[src/common/qio_pkg.sv]
/*
 * qio_pkg: constants, carrier types and quadrature states shared by the
 * encoder quadrature/index output generator and its step generator.
 * Assumes one 10 MHz system clock and an active-low asynchronous reset.
 */
package qio_pkg;

	// clock and edge timing
	localparam int unsigned CLK_PERIOD_NS     = 100;
	localparam int unsigned EDGE_SKEW_MAX_NS  = 100;
	// longest time rounds down, never below one cycle
	localparam int unsigned EDGE_SKEW_MAX_CYC =
		(EDGE_SKEW_MAX_NS / CLK_PERIOD_NS) < 1 ? 1 : (EDGE_SKEW_MAX_NS / CLK_PERIOD_NS);
	localparam int unsigned QUAD_FREQ_MAX_HZ  = 10_000_000;

	// widths and limits
	localparam int unsigned PERIOD_W      = 24;
	localparam int unsigned INTERP_W      = 9;
	localparam int unsigned INCR_W        = 11;
	localparam logic [8:0]  INTERP_MIN    = 9'h001;
	localparam logic [8:0]  INTERP_MAX    = 9'h100;   // 256-fold
	localparam int unsigned EDGES_PER_PER = 4;        // four quarter steps per period

	// reset values
	localparam logic [23:0] PERIOD_RST    = 24'h000000; // zero period means standing still
	localparam logic [8:0]  INTERP_RST    = 9'h001;

	// quadrature phase, one-hot; order 00 -> 10 -> 11 -> 01 runs channel a ahead
	typedef enum logic [3:0] {
		QIO_Q00 = 4'h1,
		QIO_Q10 = 4'h2,
		QIO_Q11 = 4'h4,
		QIO_Q01 = 4'h8
	} qio_quad_t;

	// six output lines: each channel with its complement
	typedef struct packed {
		logic a;
		logic a_n;
		logic b;
		logic b_n;
		logic z;
		logic z_n;
	} qio_lines_t;

	localparam qio_lines_t LINES_RST = 6'h15; // a,b,z low; complements high

endpackage : qio_pkg

[src/hdl/qio_step_gen.sv]
/*
 * qio_step_gen: fractional rate generator. Emits incr quarter steps for
 * every period cycles, spread evenly, at most one per clock, without a divider.
 * Assumes period and incr are stable register outputs; period 0 = stop.
 */
`timescale 1ns/100ps
module qio_step_gen (
	input  wire logic                          clk,
	input  wire logic                          resetn,
	input  wire logic [qio_pkg::PERIOD_W-1:0]  period,
	input  wire logic [qio_pkg::INCR_W-1:0]    incr,
	output logic                               step_reg,
	output logic [qio_pkg::PERIOD_W-1:0]       acc_reg
);

	logic [qio_pkg::PERIOD_W:0] sum;
	logic [qio_pkg::PERIOD_W:0] rem;

	// running sum; a step is due whenever it passes one tooth period
	assign sum = {1'b0, acc_reg} + {{(qio_pkg::PERIOD_W + 1 - qio_pkg::INCR_W){1'b0}}, incr};
	assign rem = sum - {1'b0, period};

	// at most one step per clock: faster demand saturates rather than overflows
	always_ff @(posedge clk or negedge resetn) begin
		if (!resetn) begin
			acc_reg  <= 24'h000000;
			step_reg <= 1'b0;
		end else if (period == qio_pkg::PERIOD_RST) begin
			acc_reg  <= 24'h000000;
			step_reg <= 1'b0;
		end else if (sum >= {1'b0, period}) begin
			step_reg <= 1'b1;
			// clamp keeps the accumulator bounded when incr exceeds period
			acc_reg  <= (rem >= {1'b0, period}) ? 24'h000000 : rem[qio_pkg::PERIOD_W-1:0];
		end else begin
			step_reg <= 1'b0;
			acc_reg  <= sum[qio_pkg::PERIOD_W-1:0];
		end
	end

endmodule : qio_step_gen

[src/hdl/qio_out.sv]
/*
 * qio_out: incremental encoder square-wave output generator. Measures the
 * gear tooth period, interpolates it into quadrature steps and drives a, b
 * and the once-per-revolution index, each with its complement.
 * Assumes tooth_pulse and index_tooth are one-cycle pulses synchronous to
 * clk from the sensing front end, and dir_fwd, interp are synchronous levels.
 */
// Function
// - drive a, b and index, each with its complement: six lines.
// - channel b lags or leads a by a quarter cycle, edges alternate.
// - pulse period equals tooth period divided by interpolation factor; the code saturates at one quarter step per clock, a four-clock period.
// - successive edges across both channels are a quarter period apart.
// - each high or low phase of a channel lasts half a period.
// - index pulse lasts one quarter of the quadrature period.
// - output frequency is teeth times interpolation times speed over sixty.
// - interpolation factor selectable up to 256-fold.
// - quadrature frequency never exceeds 10 MHz.
`timescale 1ns/100ps
module qio_out #(
	parameter int unsigned STALL_CYCLES = 1_000_000 // 100 ms without a tooth = standstill
) (
	input  wire logic                          clk,
	input  wire logic                          resetn,
	input  wire logic                          tooth_pulse,
	input  wire logic                          index_tooth,
	input  wire logic                          dir_fwd,
	input  wire logic [qio_pkg::INTERP_W-1:0]  interp,
	output qio_pkg::qio_lines_t                lines_reg
);

	logic [qio_pkg::PERIOD_W-1:0] cnt_reg;
	logic [qio_pkg::PERIOD_W-1:0] period_reg;
	logic                         meas_run_reg;
	logic [qio_pkg::INTERP_W-1:0] interp_reg;
	logic [qio_pkg::INCR_W-1:0]   incr_reg;
	logic                         step;
	logic [qio_pkg::PERIOD_W-1:0] acc;
	qio_pkg::qio_quad_t           quad_reg;
	qio_pkg::qio_quad_t           quad_next;
	logic                         index_arm_reg;
	logic                         z_next;

	// clamp the interpolation factor to 1..256; a step count is four per period
	always_ff @(posedge clk or negedge resetn) begin
		if (!resetn) begin
			interp_reg <= qio_pkg::INTERP_RST;
			incr_reg   <= 11'h004;
		end else begin
			if (interp < qio_pkg::INTERP_MIN) begin
				interp_reg <= qio_pkg::INTERP_MIN;
			end else if (interp > qio_pkg::INTERP_MAX) begin
				interp_reg <= qio_pkg::INTERP_MAX;
			end else begin
				interp_reg <= interp;
			end
			incr_reg <= {interp_reg, 2'b00};
		end
	end

	// tooth period in clocks; a long gap means the gear stands still
	always_ff @(posedge clk or negedge resetn) begin
		if (!resetn) begin
			cnt_reg      <= 24'h000000;
			period_reg   <= qio_pkg::PERIOD_RST;
			meas_run_reg <= 1'b0;
		end else if (tooth_pulse) begin
			if (meas_run_reg) begin
				period_reg <= cnt_reg + 24'h000001;
			end
			meas_run_reg <= 1'b1;
			cnt_reg      <= 24'h000000;
		end else if (cnt_reg == 24'(STALL_CYCLES - 1)) begin
			// first tooth after standstill only restarts the measurement
			meas_run_reg <= 1'b0;
			period_reg   <= qio_pkg::PERIOD_RST;
			cnt_reg      <= 24'h000000;
		end else begin
			cnt_reg <= cnt_reg + 24'h000001;
		end
	end

	// even spread of 4*interp steps over each tooth period, at most one step per clock
	qio_step_gen u_step (
		.clk      (clk),
		.resetn   (resetn),
		.period   (period_reg),
		.incr     (incr_reg),
		.step_reg (step),
		.acc_reg  (acc)
	);

	// gray walk: one channel changes per step, direction picks the order
	always_comb begin
		quad_next = quad_reg;
		if (step) begin
			unique case (quad_reg)
				qio_pkg::QIO_Q00: quad_next = dir_fwd ? qio_pkg::QIO_Q10 : qio_pkg::QIO_Q01;
				qio_pkg::QIO_Q10: quad_next = dir_fwd ? qio_pkg::QIO_Q11 : qio_pkg::QIO_Q00;
				qio_pkg::QIO_Q11: quad_next = dir_fwd ? qio_pkg::QIO_Q01 : qio_pkg::QIO_Q10;
				qio_pkg::QIO_Q01: quad_next = dir_fwd ? qio_pkg::QIO_Q00 : qio_pkg::QIO_Q11;
				default:          quad_next = qio_pkg::QIO_Q00; // recover from a bad code
			endcase
		end
	end

	always_ff @(posedge clk or negedge resetn) begin
		if (!resetn) begin
			quad_reg <= qio_pkg::QIO_Q00;
		end else begin
			quad_reg <= quad_next;
		end
	end

	// index: armed by the index tooth, shown for the one quarter with a and b high,
	// so both its edges coincide with a quadrature edge
	assign z_next = step ? (quad_next == qio_pkg::QIO_Q11) && index_arm_reg : lines_reg.z;

	always_ff @(posedge clk or negedge resetn) begin
		if (!resetn) begin
			index_arm_reg <= 1'b0;
		end else if (index_tooth) begin
			index_arm_reg <= 1'b1;   // a new index wins over the clear below
		end else if (step && quad_next == qio_pkg::QIO_Q11) begin
			index_arm_reg <= 1'b0;
		end
	end

	// all six lines from one register so complements never skew
	always_ff @(posedge clk or negedge resetn) begin
		if (!resetn) begin
			lines_reg <= qio_pkg::LINES_RST;
		end else begin
			lines_reg.a   <= quad_next[1] | quad_next[2];
			lines_reg.a_n <= ~(quad_next[1] | quad_next[2]);
			lines_reg.b   <= quad_next[2] | quad_next[3];
			lines_reg.b_n <= ~(quad_next[2] | quad_next[3]);
			lines_reg.z   <= z_next;
			lines_reg.z_n <= ~z_next;
		end
	end
endmodule : qio_out

[config.mk]
export PLATFORM = sky130hd
export DESIGN_NAME = qio_out
export DESIGN_NICKNAME = d
export VERILOG_FILES = /design/src/common/qio_pkg.sv /design/src/hdl/qio_step_gen.sv /design/src/hdl/qio_out.sv
export SDC_FILE = /design/constraint.sdc
export NUM_CORES = 1
export LEC_CHECK = 0
export BUFFER_PORTS_ARGS = -buffer_cell sky130_fd_sc_hd__buf_2
export CORE_ASPECT_RATIO = 0.9
export CORE_MARGIN = 3
export CORE_UTILIZATION = 45
export DETAILED_ROUTE_END_ITERATION = 8
export GPL_TIMING_DRIVEN = 1
export PLACE_DENSITY = 0.64
export SKIP_CTS_REPAIR_TIMING = 1
export SLEW_MARGIN = 25
export SYNTH_ARGS = -nofsm -noshare
export SYNTH_HDL_FRONTEND = slang
export SYNTH_HIERARCHICAL = 1
export SYNTH_SLANG_ARGS = --single-unit
[constraint.sdc]
create_clock -name clk -period 15.7 [get_ports clk]
set_input_delay 0.785 -clock clk [delete_from_list [all_inputs] [get_ports clk]]
set_output_delay 0.785 -clock clk [all_outputs]
set_load 0.01 [all_outputs]
# == Word level (Yosys, flattened, before mapping) ==
# Cells that the tools add are included.
# word_totals
regBits,103
word_cells,63
out_inout_bits,6
in_bits,14
# op_classes
eq_ne,7
n_bitwise,5
addsub,3
n_reduce_logical,6
n_mux,23
n_lt_le_gt_ge,4
# op_table
cell,count
$mux W24,8
$ge A25 B24 Y1,2
$add A24 B11 Y25,1
$sub A25 B24 Y25,1
$add A24 B1 Y24 const B,1
$eq A24 B20 Y1 const B,1
$logic_not A24 Y1,1
$mux W9,2
$pmux W4 S4,1
$mux W4,3
$gt A9 B9 Y1 const B,1
$lt A9 B1 Y1 const B,1
$eq A4 B3 Y1 const B,2
$mux W1,7
$mux W3,2
$eq A4 B1 Y1 const B,1
$eq A4 B2 Y1 const B,1
$eq A4 B4 Y1 const B,1
$reduce_bool A2 Y1,2
$not A1 Y1,3
$logic_and A1 B1 Y1,2
$ne A2 B1 Y1 const B,1
$or A1 B1 Y1,2
$reduce_and A2 Y1,1

# == Longest topological paths before layout ==
# depth
ltp_word,7
mapped_depth,27

# == Hierarchy ==
# The synthesis kept the hierarchy.
# modules_own_cells
module,cells_per_inst,area_per_inst_um2,n_inst,seq_area_each_um2
qio_step_gen,502,3905.0,1,625.6
qio_out,333,3489.6,1,1959.4

# == Least setup slack after synthesis ==
# OpenSTA, ideal clock, no wires.
# synth_path
path_type,register -> register
start,register incr_reg[2] in the netlist's numbering
end,register u_step/acc_reg[16] in the netlist's numbering
path_buffers,1
path_stages_with_launch,26
t_required_ns,15.564
arrival_ns,5.523
setup_slack_ns,10.040
setup_time_ns,0.136
period_less_slack_ns,5.660
cell_sequence,dfstp_2 ha_1 o21ai_0 o2111ai_1 a41o_1 a21o_1 a21oi_1 xnor2_1 ha_1 a21oi_1 o21ai_1 or3_1 o21a_1 o211a_1 or3_1 and2_1 ha_1 nand4_1 nor4_1 a41oi_1 a31oi_1 a2111oi_4 o2111a_2 buf_4 o21ai_0 a21oi_1
# synth_between
elab_chain_cells,6
# synth_lines
element,line,text
start: declaration,qio_out.sv:35,logic [qio_pkg::INCR_W-1:0] incr_reg;
start signal: assignment,qio_out.sv:56,"incr_reg <= {interp_reg, 2'b00};"
$add A24 B11 Y25 (*),qio_step_gen.sv:20,"assign sum = {1'b0, acc_reg} + {{(qio_pkg::PERIOD_W + 1 - qio_pkg::INCR_W){1'b0}}, incr};"
$sub A25 B24 Y25,qio_step_gen.sv:21,"assign rem = sum - {1'b0, period};"
$ge A25 B24 Y1,qio_step_gen.sv:34,"acc_reg <= (rem >= {1'b0, period}) ? 24'h000000 : rem[qio_pkg::PERIOD_W-1:0];"
$mux W24,qio_step_gen.sv:34,
$mux W24 (*),qio_step_gen.sv:31,"end else if (sum >= {1'b0, period}) begin"
$mux W24 (*),qio_step_gen.sv:28,end else if (period == qio_pkg::PERIOD_RST) begin
end signal: assignment,qio_step_gen.sv:34,
end signal: assignment,qio_step_gen.sv:37,acc_reg <= sum[qio_pkg::PERIOD_W-1:0];
end: declaration,qio_step_gen.sv:13,output logic [qio_pkg::PERIOD_W-1:0] acc_reg
# Mark *: on every way between the ends. The rest lies on a longest branch, timed or not.
# A chain may end at the register's enable or synchronous reset.

# == Worst setup path in the final report ==
# layout_path
start,register incr_reg[2] in the netlist's numbering
end,register u_step/acc_reg[4] in the netlist's numbering
# The elaborated chain is that of the path after synthesis.

==> impl_metrics.json <==
{
  "status": "finished, final reports clean",
  "synth_top_family_by_area": "compound AO/OA/AOI/OAI gates",
  "drv_cap": 0,
  "synth_ff_type": "dfrtp_1",
  "first_pass_iters": 6,
  "synth_xor_area_frac": 0.05922,
  "async_flop_share": 1.000,
  "critPathMaxFanout": 16,
  "clock_path_buffers": 2,
  "rsz0062_at_grt": "false",
  "antenna_found_initial": 0,
  "track_usage": 0.2096,
  "synthCells": 835,
  "insertion_delay_ns": 0.36,
  "synthTopCellsByArea": "dfrtp_1 (33%), ha_1 (10%), a21oi_1 (4.9%), xnor2_1 (4.1%), nand2_1 (3.7%)",
  "ant_nets": 0,
  "cts_root_buffer": "clkbuf_16",
  "slew_headroom": 0.3253,
  "yosysWarnings": 6,
  "initial_utilization": 0.4691,
  "use_met3": 0.03668,
  "slowest_delay_ns": 0.80,
  "ctsHtreeMaxLevel": 3,
  "synth_edf_count": 0,
  "drt_first_iter_violations": 513,
  "layout_common_cells": "dfrtp_1 (97), a21oi_1 (73), nand2_1 (73)",
  "grt-ovfl-total": 0,
  "fp-row-count": 43,
  "critPathRequiredTime_ns": 15.98,
  "fmax_mhz": 151.2,
  "grt_pass1_vias": 5823,
  "ioPinCount": 20,
  "grt_pass1_wl_um": 30640,
  "setup_violations": 0,
  "end_kind": "flip-flop",
  "wl_per_cell_um": 17.28,
  "wl_um": 18010,
  "gp_congestion": 0.9784,
  "syn_avg_cell_area_um2": 8.856,
  "gr-usage-met2": 0.3079,
  "dr_total_vias": 6200,
  "min_period_ns": 6.612,
  "core_area_um2": 15760,
  "dp_hpwl_um": 13600,
  "area_growth_pct": 7.208,
  "hp-class": "flip-flop to flip-flop",
  "final_common_cell": "dfrtp_1",
  "synth_mux_area_frac": 0.001354,
  "syn-cell-area_um2": 7395,
  "synth-adder-area-share": 0.1069,
  "yosysTopAreaCellShare": 0.3283,
  "use_met1": 0.3205,
  "die_h_um": 127.6,
  "hold_violations": 0,
  "cts_made_buffers": 9,
  "layout.nets": 911,
  "cts_tree": "done",
  "maxSlewViolCount": 0,
  "avgViaCountPerCell": 5.950,
  "cp_slowest_cell": "nor4_4",
  "yosys.area.top_type": "dfrtp_1",
  "fill_cells": 1556,
  "crit_chain": "ha_1 > o21ai_0 > o2111ai_1 > a41o_1 > a21o_1 > a21oi_1 > xnor2_1 > ha_1 > a21oi_1 > o21ai_1 > or3_1 > o21a_1 > o211a_1 > or3_1 > and2_1 > ha_1 > nand4_1 > nor4_1 > a41oi_1 > a31oi_1 > a2111o_1 > nor4_4 > o21ai_0 > a21oi_1",
  "skew_ns": 0.009111,
  "io_buffers": 19,
  "layout.area.seq_um2": 2585,
  "synth-simple-area-share": 0.2007,
  "setup_tns_ns": 0,
  "grt_max_degree": 57,
  "critical_path_class": "flip-flop to flip-flop",
  "synth_cell_types": 80,
  "top_usage_layer": "met1",
  "multi_input_area_um2": 4461,
  "worst_pin_slew_ns": 1.012,
  "timing.final.crit_share": 0.4212,
  "diodes": 0,
  "synth_compound_area_frac": 0.2325,
  "route.detailed.drc": 0,
  "cp-start-kind": "flip-flop",
  "cp.arrival_ns": 6.89,
  "clock-sinks": 103,
  "fp.dieW_um": 141.1,
  "drive_gt1_frac": 0.08810,
  "ys_seq_elements": 103,
  "die-area_um2": 18010,
  "path_clk_slew_ns": 0.07,
  "ys_seq_area_frac": 0.3496
}
-- cell type report --
cell class / count / area share
clock buffer: 12 / 0.03362
clock inverter: 4 / 0.007418
inverter: 51 / 0.02415
multi-input combinational: 649 / 0.5627
sequential: 103 / 0.3261
tap: 202 / 0.03188
timing repair buffer: 21 / 0.01420
-- Yosys cell counts (4+ instances only) --
| library cell | number |
|---|---|
| o21ai_1 | 7 |
| inv_1 | 51 |
| a211oi_1 | 5 |
| o21ai_0 | 44 |
| nor3_1 | 11 |
| a21o_1 | 20 |
| o2111ai_1 | 7 |
| and2_1 | 5 |
| xnor2_1 | 35 |
| o31ai_1 | 6 |
| nand2_1 | 73 |
| ha_1 | 60 |
| nor4_1 | 13 |
| or3_1 | 8 |
| o21a_1 | 7 |
| buf_2 | 6 |
| a31oi_1 | 6 |
| dfrtp_1 | 97 |
| a21oi_1 | 73 |
| o311ai_0 | 5 |
| o22ai_1 | 14 |
| nand2b_1 | 7 |
| or4b_1 | 4 |
| o211ai_1 | 27 |
| or4_1 | 10 |
| clkbuf_1 | 18 |
| nand4_1 | 13 |
| dfstp_2 | 6 |
| nor2b_1 | 10 |
| nand3_1 | 33 |
| xor2_1 | 15 |
| and3_1 | 8 |
| buf_4 | 5 |
| or2_2 | 6 |
| nor2_1 | 52 |
-- worst paths after layout --
path | startpoint | endpoint | slack [ns] | depth (start not counted)
setup / recovery | incr_reg[2] | u_step/acc_reg[4] | 9.09 | 24
hold / removal | interp_reg[5] | incr_reg[7] | 0.35 | 0
setup reg to reg | incr_reg[2] | u_step/acc_reg[4] | 9.09 | 24
hold reg to reg | interp_reg[5] | incr_reg[7] | 0.35 | 0
max in group asynchronous | resetn | u_step/acc_reg[9] | 14.11 | 2
min in group asynchronous | resetn | period_reg[12] | 0.48 | 1
-- critical path, delay by kind of cell, from the launching register on --
kind                       cells  cell delay, ns
and+or+nand+nor                6            1.95
AOI/OAI and AO/OA             14            2.97
DFF                            1            0.52
xor gates and xnor gates       1            0.17
adders and majority gates      3            0.88
-- kinds of logic after synthesis --
group | count (synthesis)
AND/OR/NAND/NOR | 276
multiplexers | 1
buffers and inverters | 85
XOR/XNOR | 50
adder cells (fa/ha/maj) | 62
AO/OA/AOI/OAI | 257
other | 1
flip-flops | 103
-- through the flow --
| stage | std cells | util | hold WS, ns | cell area, um^2 | setup WS, ns |
|---|---|---|---|---|---|
| CTS | 1042 | 0.5029 | 0.3536 | 7928 | 9.152 |
| global placement | 1026 | 0.4819 | 0.3328 | 7597 | 9.286 |
| global route | 1042 | 0.5029 | 0.3587 | 7928 | 8.604 |
| finish | 1042 | 0.5029 | 0.3530 | 7928 | 9.088 |
| floorplan | 837 | - | 0.3312 | 7402 | 10.04 |
| detailed placement | 1026 | 0.4823 | 0.3372 | 7602 | 9.187 |
-- layer usage --
| metal | routed length, um | up-vias |
|---|---|---|
| met5 | 0 | - |
| met2 | 7808 | 130 |
| met1 | 9033 | 2971 |
| met3 | 958 | 16 |
| met4 | 206 | 0 |
| li1 | - | 3083 |
Power is left out: the tool's default activity adds up to more than one toggle a clock period on the data nets, which glitch-free logic cannot reach.
